$ cat config.mk
export PLATFORM = sky130hd
export DESIGN_NAME = cntarr_top
export DESIGN_NICKNAME = d
export VERILOG_FILES = /design/src/logic/cntarr_pkg.sv /design/src/logic/cntarr_channel.sv /design/src/logic/cntarr_top.sv
export VERILOG_INCLUDE_DIRS = /design/src /design/src/logic
export SDC_FILE = /design/constraint.sdc
export NUM_CORES = 1
export LEC_CHECK = 0
export BUFFER_PORTS_ARGS = -buffer_cell sky130_fd_sc_hd__buf_2
export CORE_MARGIN = 1.5
export CORE_UTILIZATION = 49
export CTS_CLUSTER_SIZE = 30
export DETAILED_ROUTE_END_ITERATION = 12
export PLACE_DENSITY = 0.86
export SLEW_MARGIN = 25
export SYNTH_ARGS = -nofsm -noshare
export SYNTH_HDL_FRONTEND = slang
export SYNTH_SLANG_ARGS = --single-unit
$ cat constraint.sdc
create_clock -name CLK_SYS_IN -period 3.75 [get_ports CLK_SYS_IN]
set_clock_uncertainty 0.1 [all_clocks]
set_input_delay 0.9375 -clock CLK_SYS_IN [delete_from_list [all_inputs] [get_ports CLK_SYS_IN]]
set_output_delay 0.9375 -clock CLK_SYS_IN [all_outputs]
set_load 0.02 [all_outputs]
$ cat src/logic/cntarr_map.svh
// Functional notes
// - Counter low byte readable, writable, resets zero.
// - Counter high byte separate register, resets zero.
// - High byte reads snapshot, refreshed on low read.
// - Watchdog enabled blocks counter byte writes.
// - Three capture modules, low/high bytes, reset zero.
// - Low capture address reaches reload low by select.
// - High capture address reaches reload high by select.
// - Low capture write clears compare enable.
// - High capture write sets compare enable.
// - Compare enable is the comparator enable bit.
`ifndef CNTARR_MAP_SVH
`define CNTARR_MAP_SVH
`define CNTARR_ADDR_CAP1_LOW 8'he9
`define CNTARR_ADDR_CAP1_HIGH 8'hea
`define CNTARR_ADDR_CAP2_LOW 8'heb
`define CNTARR_ADDR_CAP2_HIGH 8'hec
`define CNTARR_ADDR_CNT_LOW 8'hf9
`define CNTARR_ADDR_CNT_HIGH 8'hfa
`define CNTARR_ADDR_CAP0_LOW 8'hfb
`define CNTARR_ADDR_CAP0_HIGH 8'hfc
`define CNTARR_BYTE_RESET 8'h00
`define CNTARR_WORD_RESET 16'h0000
`define CNTARR_READ_IDLE 8'h00
`define CNTARR_CNT_STEP 16'h0001
`endif

$ cat src/logic/cntarr_pkg.sv
package cntarr_pkg;
  typedef logic [7:0] cntarr_byte_t;
  typedef logic [15:0] cntarr_word_t;
endpackage

$ cat src/logic/cntarr_channel.sv
`include "cntarr_map.svh"
`timescale 1ns/1ns
`default_nettype none
module cntarr_channel #(
  parameter logic [7:0] ADDR_LOW = 8'h00,
  parameter logic [7:0] ADDR_HIGH = 8'h00
) (
  // Clock and reset.
  input wire logic clk_in,
  input wire logic rst_n_in,
  // Register access.
  input wire logic wr_in,
  input wire logic [7:0] addr_in,
  input wire logic [7:0] wdata_in,
  input wire logic reload_sel_in,
  input wire logic enable_wr_in,
  input wire logic enable_val_in,
  // State out.
  output logic [15:0] capture_out,
  output logic [15:0] reload_out,
  output logic compare_enable_out,
  output logic [7:0] low_read_out,
  output logic [7:0] high_read_out
);
  logic wr_low;
  logic wr_high;
  assign wr_low = wr_in && (addr_in == ADDR_LOW);
  assign wr_high = wr_in && (addr_in == ADDR_HIGH);

  ////////////////////////////////////////////////////////////////////////////
  always_ff @(posedge clk_in or negedge rst_n_in) begin
    if (!rst_n_in) begin
      capture_out <= `CNTARR_WORD_RESET;
    end else begin
      if (wr_low && !reload_sel_in) begin
        capture_out[7:0] <= wdata_in;
      end
      if (wr_high && !reload_sel_in) begin
        capture_out[15:8] <= wdata_in;
      end
    end
  end

  always_ff @(posedge clk_in or negedge rst_n_in) begin
    if (!rst_n_in) begin
      reload_out <= `CNTARR_WORD_RESET;
    end else begin
      if (wr_low && reload_sel_in) begin
        reload_out[7:0] <= wdata_in;
      end
      if (wr_high && reload_sel_in) begin
        reload_out[15:8] <= wdata_in;
      end
    end
  end

  // A capture-byte write wins over a mode-register write in the same cycle.
  always_ff @(posedge clk_in or negedge rst_n_in) begin
    if (!rst_n_in) begin
      compare_enable_out <= 1'b0;
    end else if (wr_high) begin
      compare_enable_out <= 1'b1;
    end else if (wr_low) begin
      compare_enable_out <= 1'b0;
    end else if (enable_wr_in) begin
      compare_enable_out <= enable_val_in;
    end
  end

  assign low_read_out = reload_sel_in ? reload_out[7:0] : capture_out[7:0];
  assign high_read_out = reload_sel_in ? reload_out[15:8] : capture_out[15:8];
endmodule // cntarr_channel
`default_nettype wire

$ cat src/logic/cntarr_top.sv
`include "cntarr_map.svh"
`timescale 1ns/1ns
`default_nettype none
module cntarr_top (
  // Clock and reset.
  input wire logic CLK_SYS_IN,
  input wire logic RESETN_IN,
  // Special-function register access.
  input wire logic SFR_WR_IN,
  input wire logic SFR_RD_IN,
  input wire logic [7:0] SFR_ADDR_IN,
  input wire logic [7:0] SFR_WDATA_IN,
  output logic [7:0] SFR_RDATA_OUT,
  // Control from the mode and watchdog logic.
  input wire logic WATCHDOG_ENABLE_BIT_IN,
  input wire logic AUTO_RELOAD_SELECT_IN,
  input wire logic COUNT_TICK_IN,
  input wire logic [2:0] COMPARE_ENABLE_WR_IN,
  input wire logic [2:0] COMPARE_ENABLE_VAL_IN,
  // State out.
  output logic [15:0] ARRAY_COUNTER_VALUE_OUT,
  output logic [47:0] CAPTURE_VALUE_OUT,
  output logic [47:0] RELOAD_VALUE_OUT,
  output logic [2:0] COMPARE_ENABLE_OUT
);
  localparam logic [7:0] ADDR_LOW [3] = '{`CNTARR_ADDR_CAP0_LOW,
    `CNTARR_ADDR_CAP1_LOW, `CNTARR_ADDR_CAP2_LOW};
  localparam logic [7:0] ADDR_HIGH [3] = '{`CNTARR_ADDR_CAP0_HIGH,
    `CNTARR_ADDR_CAP1_HIGH, `CNTARR_ADDR_CAP2_HIGH};

  logic [1:0] rst_sync_q;
  logic rst_n;
  cntarr_pkg::cntarr_word_t counter_q;
  cntarr_pkg::cntarr_byte_t snapshot_q;
  cntarr_pkg::cntarr_byte_t rdata_d;
  cntarr_pkg::cntarr_byte_t rdata_q;
  logic [7:0] low_rd [3];
  logic [7:0] high_rd [3];
  logic wr_cnt_low;
  logic wr_cnt_high;

  ////////////////////////////////////////////////////////////////////////////
  always_ff @(posedge CLK_SYS_IN or negedge RESETN_IN) begin
    if (!RESETN_IN) begin
      rst_sync_q <= 2'h0;
    end else begin
      rst_sync_q <= {rst_sync_q[0], 1'b1};
    end
  end
  assign rst_n = rst_sync_q[1];

  ////////////////////////////////////////////////////////////////////////////
  // Software must clear the watchdog enable first; writes meanwhile vanish.
  assign wr_cnt_low = SFR_WR_IN && (SFR_ADDR_IN == `CNTARR_ADDR_CNT_LOW) &&
    !WATCHDOG_ENABLE_BIT_IN;
  assign wr_cnt_high = SFR_WR_IN && (SFR_ADDR_IN == `CNTARR_ADDR_CNT_HIGH) &&
    !WATCHDOG_ENABLE_BIT_IN;

  // A software load takes priority over the tick in the same cycle.
  always_ff @(posedge CLK_SYS_IN or negedge rst_n) begin
    if (!rst_n) begin
      counter_q <= `CNTARR_WORD_RESET;
    end else begin
      if (wr_cnt_low || wr_cnt_high) begin
        if (wr_cnt_low) begin
          counter_q[7:0] <= SFR_WDATA_IN;
        end
        if (wr_cnt_high) begin
          counter_q[15:8] <= SFR_WDATA_IN;
        end
      end else if (COUNT_TICK_IN) begin
        counter_q <= counter_q + `CNTARR_CNT_STEP;
      end
    end
  end

  // The snapshot keeps a low-then-high read pair coherent while counting.
  always_ff @(posedge CLK_SYS_IN or negedge rst_n) begin
    if (!rst_n) begin
      snapshot_q <= `CNTARR_BYTE_RESET;
    end else if (SFR_RD_IN && (SFR_ADDR_IN == `CNTARR_ADDR_CNT_LOW)) begin
      snapshot_q <= counter_q[15:8];
    end
  end

  ////////////////////////////////////////////////////////////////////////////
  for (genvar i = 0; i < 3; i++) begin : g_chan
    cntarr_channel #(
      .ADDR_LOW(ADDR_LOW[i]),
      .ADDR_HIGH(ADDR_HIGH[i])
    ) u_chan (
      .clk_in(CLK_SYS_IN),
      .rst_n_in(rst_n),
      .wr_in(SFR_WR_IN),
      .addr_in(SFR_ADDR_IN),
      .wdata_in(SFR_WDATA_IN),
      .reload_sel_in(AUTO_RELOAD_SELECT_IN),
      .enable_wr_in(COMPARE_ENABLE_WR_IN[i]),
      .enable_val_in(COMPARE_ENABLE_VAL_IN[i]),
      .capture_out(CAPTURE_VALUE_OUT[i*16 +: 16]),
      .reload_out(RELOAD_VALUE_OUT[i*16 +: 16]),
      .compare_enable_out(COMPARE_ENABLE_OUT[i]),
      .low_read_out(low_rd[i]),
      .high_read_out(high_rd[i])
    );
  end

  ////////////////////////////////////////////////////////////////////////////
  always_comb begin
    rdata_d = `CNTARR_READ_IDLE;
    if (SFR_RD_IN) begin
      unique case (SFR_ADDR_IN)
        `CNTARR_ADDR_CNT_LOW: rdata_d = counter_q[7:0];
        `CNTARR_ADDR_CNT_HIGH: rdata_d = snapshot_q;
        `CNTARR_ADDR_CAP0_LOW: rdata_d = low_rd[0];
        `CNTARR_ADDR_CAP0_HIGH: rdata_d = high_rd[0];
        `CNTARR_ADDR_CAP1_LOW: rdata_d = low_rd[1];
        `CNTARR_ADDR_CAP1_HIGH: rdata_d = high_rd[1];
        `CNTARR_ADDR_CAP2_LOW: rdata_d = low_rd[2];
        `CNTARR_ADDR_CAP2_HIGH: rdata_d = high_rd[2];
        default: rdata_d = `CNTARR_READ_IDLE;
      endcase
    end
  end

  always_ff @(posedge CLK_SYS_IN or negedge rst_n) begin
    if (!rst_n) begin
      rdata_q <= `CNTARR_BYTE_RESET;
    end else begin
      rdata_q <= rdata_d;
    end
  end

  assign SFR_RDATA_OUT = rdata_q;
  assign ARRAY_COUNTER_VALUE_OUT = counter_q;
endmodule // cntarr_top
`default_nettype wire

==> reports/results.tsv, run 1 <==
stage	metric	value	unit
final_layout	nets	703	
global_routing	largest net degree at the start of global routing	72	
die	Rows	42	
critical_path	critical-path cell list	buf_2 > nor2_1 > nand3_1 > nor2_2 > mux2_2	
critical_path	slowest CP cell	nor2_2	
die	starting density of the core	50.2	%
global_routing	vias in the first global route	5412	
cts	clk buf depth	2	
die	Ports	152	
routing	DR WL/cell	23.0	um
cts	clock-pin slew on the worst setup and hold paths	0.06	ns
placement	Final HPWL DP	13800	um
critical_path	critical path's top delay family	simple AND/OR/NAND/NOR gates	
pwr	PwrDens	506	mW/mm2
cts	cts bufs inserted	17	
outcome	outcome	complete, no violations	
die	Die Area	0.0142	mm2
timing	final hold vios	0	
cts	Hold-fix buffers, CTS	0	
die	Die Ht	119	um
routing	routed vias/inst	6.10	
synth	Post-Synthesis Cells	533	
routing	routed wire length	19800	um
timing	TNS Setup	0	ns
timing	Setup Viol. Count Final	0	
cts	Root Driver	clkbuf_16	
synth	post-synthesis sequential area ratio	50.3	%
global_routing	All-Layer GR Usage	28.8	%
global_routing	wire length of the first global-routing pass	30600	um
cts	CTS H-tree lvls	4	
synth	top post-synthesis cells by area	dfrtp_1 (50%), mux2_2 (16%), mux2i_1 (6.4%), o22ai_1 (2.5%), a21oi_1 (2.3%)	
critical_path	Crit. End Element	flip-flop	
placement	placed inst area	0.00742	mm2
critical_path	CP arrival	2.84	ns
placement	Final GP Congestion	0.868	
synth	Synth Warn #	0	
flow_run	# Max-Cap Violations	0	
synth	count of unique library cells instantiated by Yosys	54	
final_layout	share of cells above drive strength 1	47.1	%
routing	DRC	0	
critical_path	Startpoint Class	input port	
die	Die X	119	um
final_layout	Design Area, Final	0.00806	mm2
critical_path	Buffers & Inverters on Critical Path	1	
synth	synthesized area	0.00662	mm2
pwr	Switching Share	28.7	%
final_layout	P&R area growth vs syn	21.8	%
pwr	Net Sw Power	1.17	mW
cts	clk sinks	133	
synth	synthesized area per cell	12.4	um2
timing	RSZ-0062 raised after global routing	false	
synth	share of the synthesized area in the top cell type	50.3	%
timing	Slew @ Worst Pin	0.928	ns
routing	drt first-iter violations	496	
routing	Vias	5258	
pwr	Max IR drop VDD	0.000401	V
global_routing	antenna violations before repair	0	
cts	postcts setup bufs	0	
pwr	Comb pwr share	14.1	%
synth	Seq cells post-synth	133	
hold_path	hold crit path type	input port to async pin	
timing	Peak Freq	0.379	GHz
timing	post-layout min period	2.64	ns
synth	syn_nets	563	
timing	Max-slew headroom	38.1	%
pwr	Clock power frac	44.1	%
pwr	internal power	2.90	mW
pwr	Leak	4.11	nW
global_routing	grt total ovfl	0	
final_layout	ANT cells	0	
critical_path	Critical Path Fanout Max	12	
cts	Clk Latency, worst-skew pair	0.42	ns
critical_path	slowest stage delay, CP	0.65	ns
timing	Final Slew Violations	0	
timing	fin crit share	70.3	%
pwr	Seq pwr share	41.8	%
routing	Detail Route Antenna Nets	0	
routing	Pre-antenna DRT Iters	5	
die	core area	0.0132	mm2
pwr	Pwr Total	4.08	mW
placement	PortBufs	151	
cts	post-CTS sizing	0	
critical_path	Worst Path Required	3.96	ns
cts	CTS tree	built	
critical_path	CP Class	input port to flip-flop	
synth	post-synth top area cell	dfrtp_1	
flip-flops by register name, summed over array words and instances (netlist names):
name	cells
SFR_RDATA_OUT	8
snapshot_q	8
g_chan.u_chan.reload_out	48
ARRAY_COUNTER_VALUE_OUT	16
g_chan.u_chan.compare_enable_out	3
rst_sync_q	2
g_chan.u_chan.capture_out	48
logic make-up (layout without fill, tap and decap cells):
group,count (synthesis),in the layout,synth area share [%]
buf+inv,38,191,3.52
fa+ha+maj,1,1,0.189
mux,149,149,25.4
compound gates,113,113,10.8
flops,133,133,50.3
simple gates,97,97,9.64
xor+xnor,1,1,0.132
other cells,1,1,0.0567
cell usage in the layout (no fill, tap or decap), types with 8 or more instances in the layout:
cell type and n:
buf_2 150, dfrtp_1 132, mux2_2 96, mux2i_1 42, a21oi_1 31, nand2_1 28
o22ai_1 26, o21ai_0 26, clkbuf_16 17, a22oi_1 14, nand3_1 11, nor2_1 9
mux2_4 8
stage by stage:
| stage | setup WS (ns) | instances | hold WS, ns | util [%] |
|---|---|---|---|---|
| final | 1.11 | 862 | 0.183 | 61.1 |
| after global routing | 0.918 | 862 | 0.168 | 61.1 |
| after detailed placement | 0.734 | 830 | 0.242 | 56.2 |
| after global placement | 0.757 | 830 | 0.238 | 56.2 |
| after CTS | 1.17 | 862 | 0.171 | 61.1 |
| after floorplan | 1.32 | 533 | 0.231 | - |
cell type report:
| cell class | count | area (um2) |
|---|---|---|
| well taps | 176 | 220 |
| flip-flops and latches | 133 | 3330 |
| fillers | 1030 | 5130 |
| multi-input cells | 362 | 3060 |
| repair buffers | 157 | 803 |
| clock buffers | 20 | 467 |
| clock inverters | 12 | 176 |
| inverters | 2 | 7.51 |
power groups by stage:
stage / Clock (mW) / Combinational (mW) / Sequential, mW
after floorplan: 0 / 0.271 / 1.79
after detailed placement: 0 / 0.569 / 1.72
after global placement: 0 / 0.553 / 1.72
after global routing: 1.87 / 0.622 / 1.72
final: 1.80 / 0.576 / 1.70
after CTS: 1.81 / 0.573 / 1.70
worst reg2reg max path, stage by stage, from the launching register on:
cell	delay, ns
dfrtp_1	0.50
ha_1	0.28
and3_1	0.25
and2_1	0.22
nand2_1	0.15
o21ai_0	0.22
a22oi_1	0.11
per-layer routing:
layer | vias up | track usage (%) | routed length (um)
met5 | - | 0 | 0
met1 | 2622 | 37.8 | 8320
met4 | 0 | 11.3 | 630
met3 | 57 | 9.72 | 1700
met2 | 315 | 44.1 | 9170
li1 | 2264 | - | -
cell usage after synthesis (all sizes together):
master,count
a21bo,2
a21o,1
a21oi,31
a221oi,2
a22o,1
a22oi,14
a31oi,3
and2,1
and2b,1
and3,4
and4,4
and4b,1
and4bb,2
buf,24
clkbuf,12
conb,1
dfrtp,133
ha,1
inv,2
mux2,105
mux2i,42
mux4,2
nand2,34
nand2b,6
nand3,16
nand4,5
nor2,16
nor2b,3
nor3,3
o2111a,1
o2111ai,1
o21ai,26
o221ai,2
o22ai,26
o32ai,2
o41ai,1
or2b,1
xnor2,1
worst paths after layout:
kind                                            start                         endpoint  slack (ns)  depth (start not counted)
hold reg to reg                         rst_sync_q[0]                    rst_sync_q[1]        0.25                          0
setup reg to reg           ARRAY_COUNTER_VALUE_OUT[0]       ARRAY_COUNTER_VALUE_OUT[8]        1.77                          6
min in group CLK_SYS_IN                 rst_sync_q[0]                    rst_sync_q[1]        0.25                          0
setup / recovery                       SFR_ADDR_IN[0]  g_chan[2].u_chan.reload_out[12]        1.11                          5
max in group asynchronous               rst_sync_q[1]  g_chan[0].u_chan.reload_out[15]        2.20                          1
hold / removal                              RESETN_IN                    rst_sync_q[1]        0.18                          1
(Power assumes the default switching activity.)
==> run 2, diff against run 1 <==
- CORE_UTILIZATION: 49 -> 53
- PLACE_DENSITY: 0.86 -> 0.89
- clock period: 3.75 -> 2.6 ns (I/O delays scaled with it)
==> run 2 against run 1 <==
- sequential power is 45% higher
- critical endpoint is now g_chan[2].u_chan.capture_out[15]
- clock power grew 54%
- combinational power rose by 47%
- register-to-register slack got worse by 1.1 ns
- highest routed layer unchanged
- critical path type unchanged
==> reports/results.tsv, run 2 (same netlist as run 1, synthesis figures left out) <==
stage	metric	value	unit	change
die	Die Area	0.0132	mm2	-7.4%
pwr	internal power	4.42	mW	+52%
final_layout	Final Util	68.2	%	+7.1 points
routing	Vias	5417		+3.0%
final_layout	commonest non-fill, non-tap cells in the layout	buf_2 (150), dfrtp_1 (132), mux2_2 (96), mux2i_1 (42), a21oi_1 (31)		
critical_path	Worst R2R Start	ARRAY_COUNTER_VALUE_OUT[0]		
cts	CTS tree	built		
cts	clk sinks	133		unchanged
critical_path	Buffers & Inverters on Critical Path	1		unchanged
critical_path	Critical Path Fanout Max	8		-4
pwr	Switching Share	27.4	%	-1.3 points
timing	TNS Setup	0	ns	unchanged
hold_path	Hold Path Origin	rst_sync_q[0]		
cts	Root Driver	clkbuf_16		
pwr	Clock power frac	45.7	%	+1.6 points
global_routing	vias in the first global route	5292		-2.2%
critical_path	slowest CP cell	and4b_1		
routing	drt first-iter violations	740		+49%
cts	Clk Latency, worst-skew pair	0.43	ns	about the same
routing	DR WL/cell	23.3	um	+1.4%
timing	Slew @ Worst Pin	0.734	ns	-0.194 ns
timing	post-layout min period	2.06	ns	
critical_path	slowest stage delay, CP	0.47	ns	-0.18 ns
die	Ports	152		unchanged
critical_path	Worst Reg-to-Reg Cells	6		unchanged
pwr	Seq pwr share	40.4	%	-1.4 points
final_layout	commonest non-fill, non-tap cell in the layout	buf_2		
timing	Max-slew headroom	51.1	%	+13 points
critical_path	critical-path cell list	buf_2 > and4b_1 > nand2_2 > nor2_4 > nand2_2 > mux2_1		
pwr	PwrDens	737	mW/mm2	+46%
final_layout	ANT cells	0		unchanged
global_routing	grt total ovfl	0		unchanged
die	Rows	40		-4.8%
die	starting density of the core	54.6	%	+4.5 points
critical_path	Crit. End Element	flip-flop		
die	Die Ht	115	um	-3.7%
timing	Final Slew Violations	0		unchanged
critical_path	CP arrival	2.26	ns	-0.58 ns
critical_path	critical path's top delay family	simple AND/OR/NAND/NOR gates		
die	core area	0.0121	mm2	-8.2%
critical_path	CP Class	input port to flip-flop		
placement	Final GP Congestion	0.921		+6.1%
critical_path	FF-to-FF End	ARRAY_COUNTER_VALUE_OUT[8]		
critical_path	Crit path top cell by count	nand2_2		
timing	Peak Freq	0.486	GHz	
flow_run	# Max-Cap Violations	0		unchanged
pwr	Max IR drop VDD	0.000384	V	-4.3%
pwr	Net Sw Power	1.67	mW	+42%
global_routing	All-Layer GR Usage	32.0	%	+3.3 points
outcome	outcome	complete, no violations		
hold_path	hold crit path type	flip-flop to flip-flop		
pwr	Comb pwr share	13.9	%	-0.2 points
routing	routed wire length	20300	um	+2.5%
routing	Pre-antenna DRT Iters	5		unchanged
cts	CTS H-tree lvls	4		unchanged
routing	DRC	0		unchanged
pwr	Pwr Total	6.09	mW	+49%
cts	cts bufs inserted	17		unchanged
pwr	Leak	4.24	nW	+3.3%
placement	PortBufs	151		unchanged
cts	clock-pin slew on the worst setup and hold paths	0.05	ns	about the same
critical_path	Worst Path Required	2.81	ns	-1.15 ns
timing	Setup Viol. Count Final	0		unchanged
placement	Final HPWL DP	14300	um	+3.5%
timing	final hold vios	0		unchanged
global_routing	largest net degree at the start of global routing	57		-21%
die	Die X	115	um	-3.7%
critical_path	R2R setup slack	0.69	ns	-1.08 ns
hold_path	hold endpoint	rst_sync_q[1]		
final_layout	nets	720		+2.4%
routing	routed vias/inst	6.22		+2.0%
hold_path	WHS Path Cells	0		
timing	hold_ws	0.246	ns	+0.0622 ns
routing	Detail Route Antenna Nets	0		unchanged
final_layout	P&R area growth vs syn	24.8	%	
timing	fin crit share	79.1	%	
critical_path	Startpoint Class	input port		
global_routing	antenna violations before repair	0		unchanged
global_routing	wire length of the first global-routing pass	31100	um	+1.5%
final_layout	share of cells above drive strength 1	47.9	%	+0.85 points
timing	RSZ-0062 raised after global routing	false		
cts	postcts setup bufs	0		unchanged
cts	clk buf depth	2		unchanged
## run 2: cell types whose count changed in the layout (fill, tap and decap cells not counted), sizes merged
cell         before  now
bufinv            4    6
buf             157  173
clkbuf           20   23
clkinvlp          5    0
dlygate4sd3       0    1
## run 2: what timing repair did
action	CTS	global route
setup endpoints to repair	0	0
hold buffers	1	0
endpoints found under the hold margin	2	0
resized for setup	0	0
## run 2: worst max-delay path by stage
stage,endpoint,depth (start not counted),startpoint,slack (ns)
after global placement,g_chan[2].u_chan.capture_out[15],6,SFR_ADDR_IN[4],0.19
final,g_chan[2].u_chan.capture_out[15],6,SFR_ADDR_IN[4],0.54
after floorplan,ARRAY_COUNTER_VALUE_OUT[0],0,rst_sync_q[1],0.29
after detailed placement,g_chan[2].u_chan.capture_out[15],6,SFR_ADDR_IN[4],0.15
after CTS,g_chan[2].u_chan.capture_out[15],6,SFR_ADDR_IN[4],0.59
after global routing,g_chan[2].u_chan.capture_out[15],6,SFR_ADDR_IN[4],0.49
## run 2: layer usage
metal | global-route usage, % | up-vias | wire length, um
met1 | 43.0 | 2725 | 8170
met2 | 49.7 | 342 | 9670
met5 | 0 | - | 0
met3 | 8.38 | 53 | 1830
met4 | 14.0 | 0 | 639
li1 | - | 2297 | -
## run 2: worst register-to-register path, delay by kind of cell (launching register included)
kind | cells | cell delay (ns)
compound gates | 2 | 0.28
fa+ha+maj | 1 | 0.26
flops | 1 | 0.53
simple gates | 3 | 0.60
## run 2: power by group through the flow
stage	registers (mW)	clock network, mW	logic (mW)
after floorplan	2.58	0	0.391
after detailed placement	2.49	0	0.832
final	2.46	2.78	0.844
after CTS	2.45	2.79	0.838
after global placement	2.48	0	0.816
after global routing	2.48	2.88	0.916
## run 2: area by class of cell
| cell class | count | area [um2] |
|---|---|---|
| multi-input cells | 362 | 3060 |
| well taps | 168 | 210 |
| fillers | 906 | 3850 |
| clock inverters | 9 | 195 |
| clock buffers | 23 | 488 |
| flip-flops and latches | 133 | 3330 |
| inverters | 2 | 7.51 |
| repair buffers | 174 | 971 |
## run 2: per-stage QoR
step	worst slack [ns]	instances	area, um2
global route	0.491	871	8260
detailed placement	0.151	838	7570
global placement	0.188	838	7570
floorplan	0.287	533	6620
finish	0.542	871	8260
CTS	0.594	871	8260
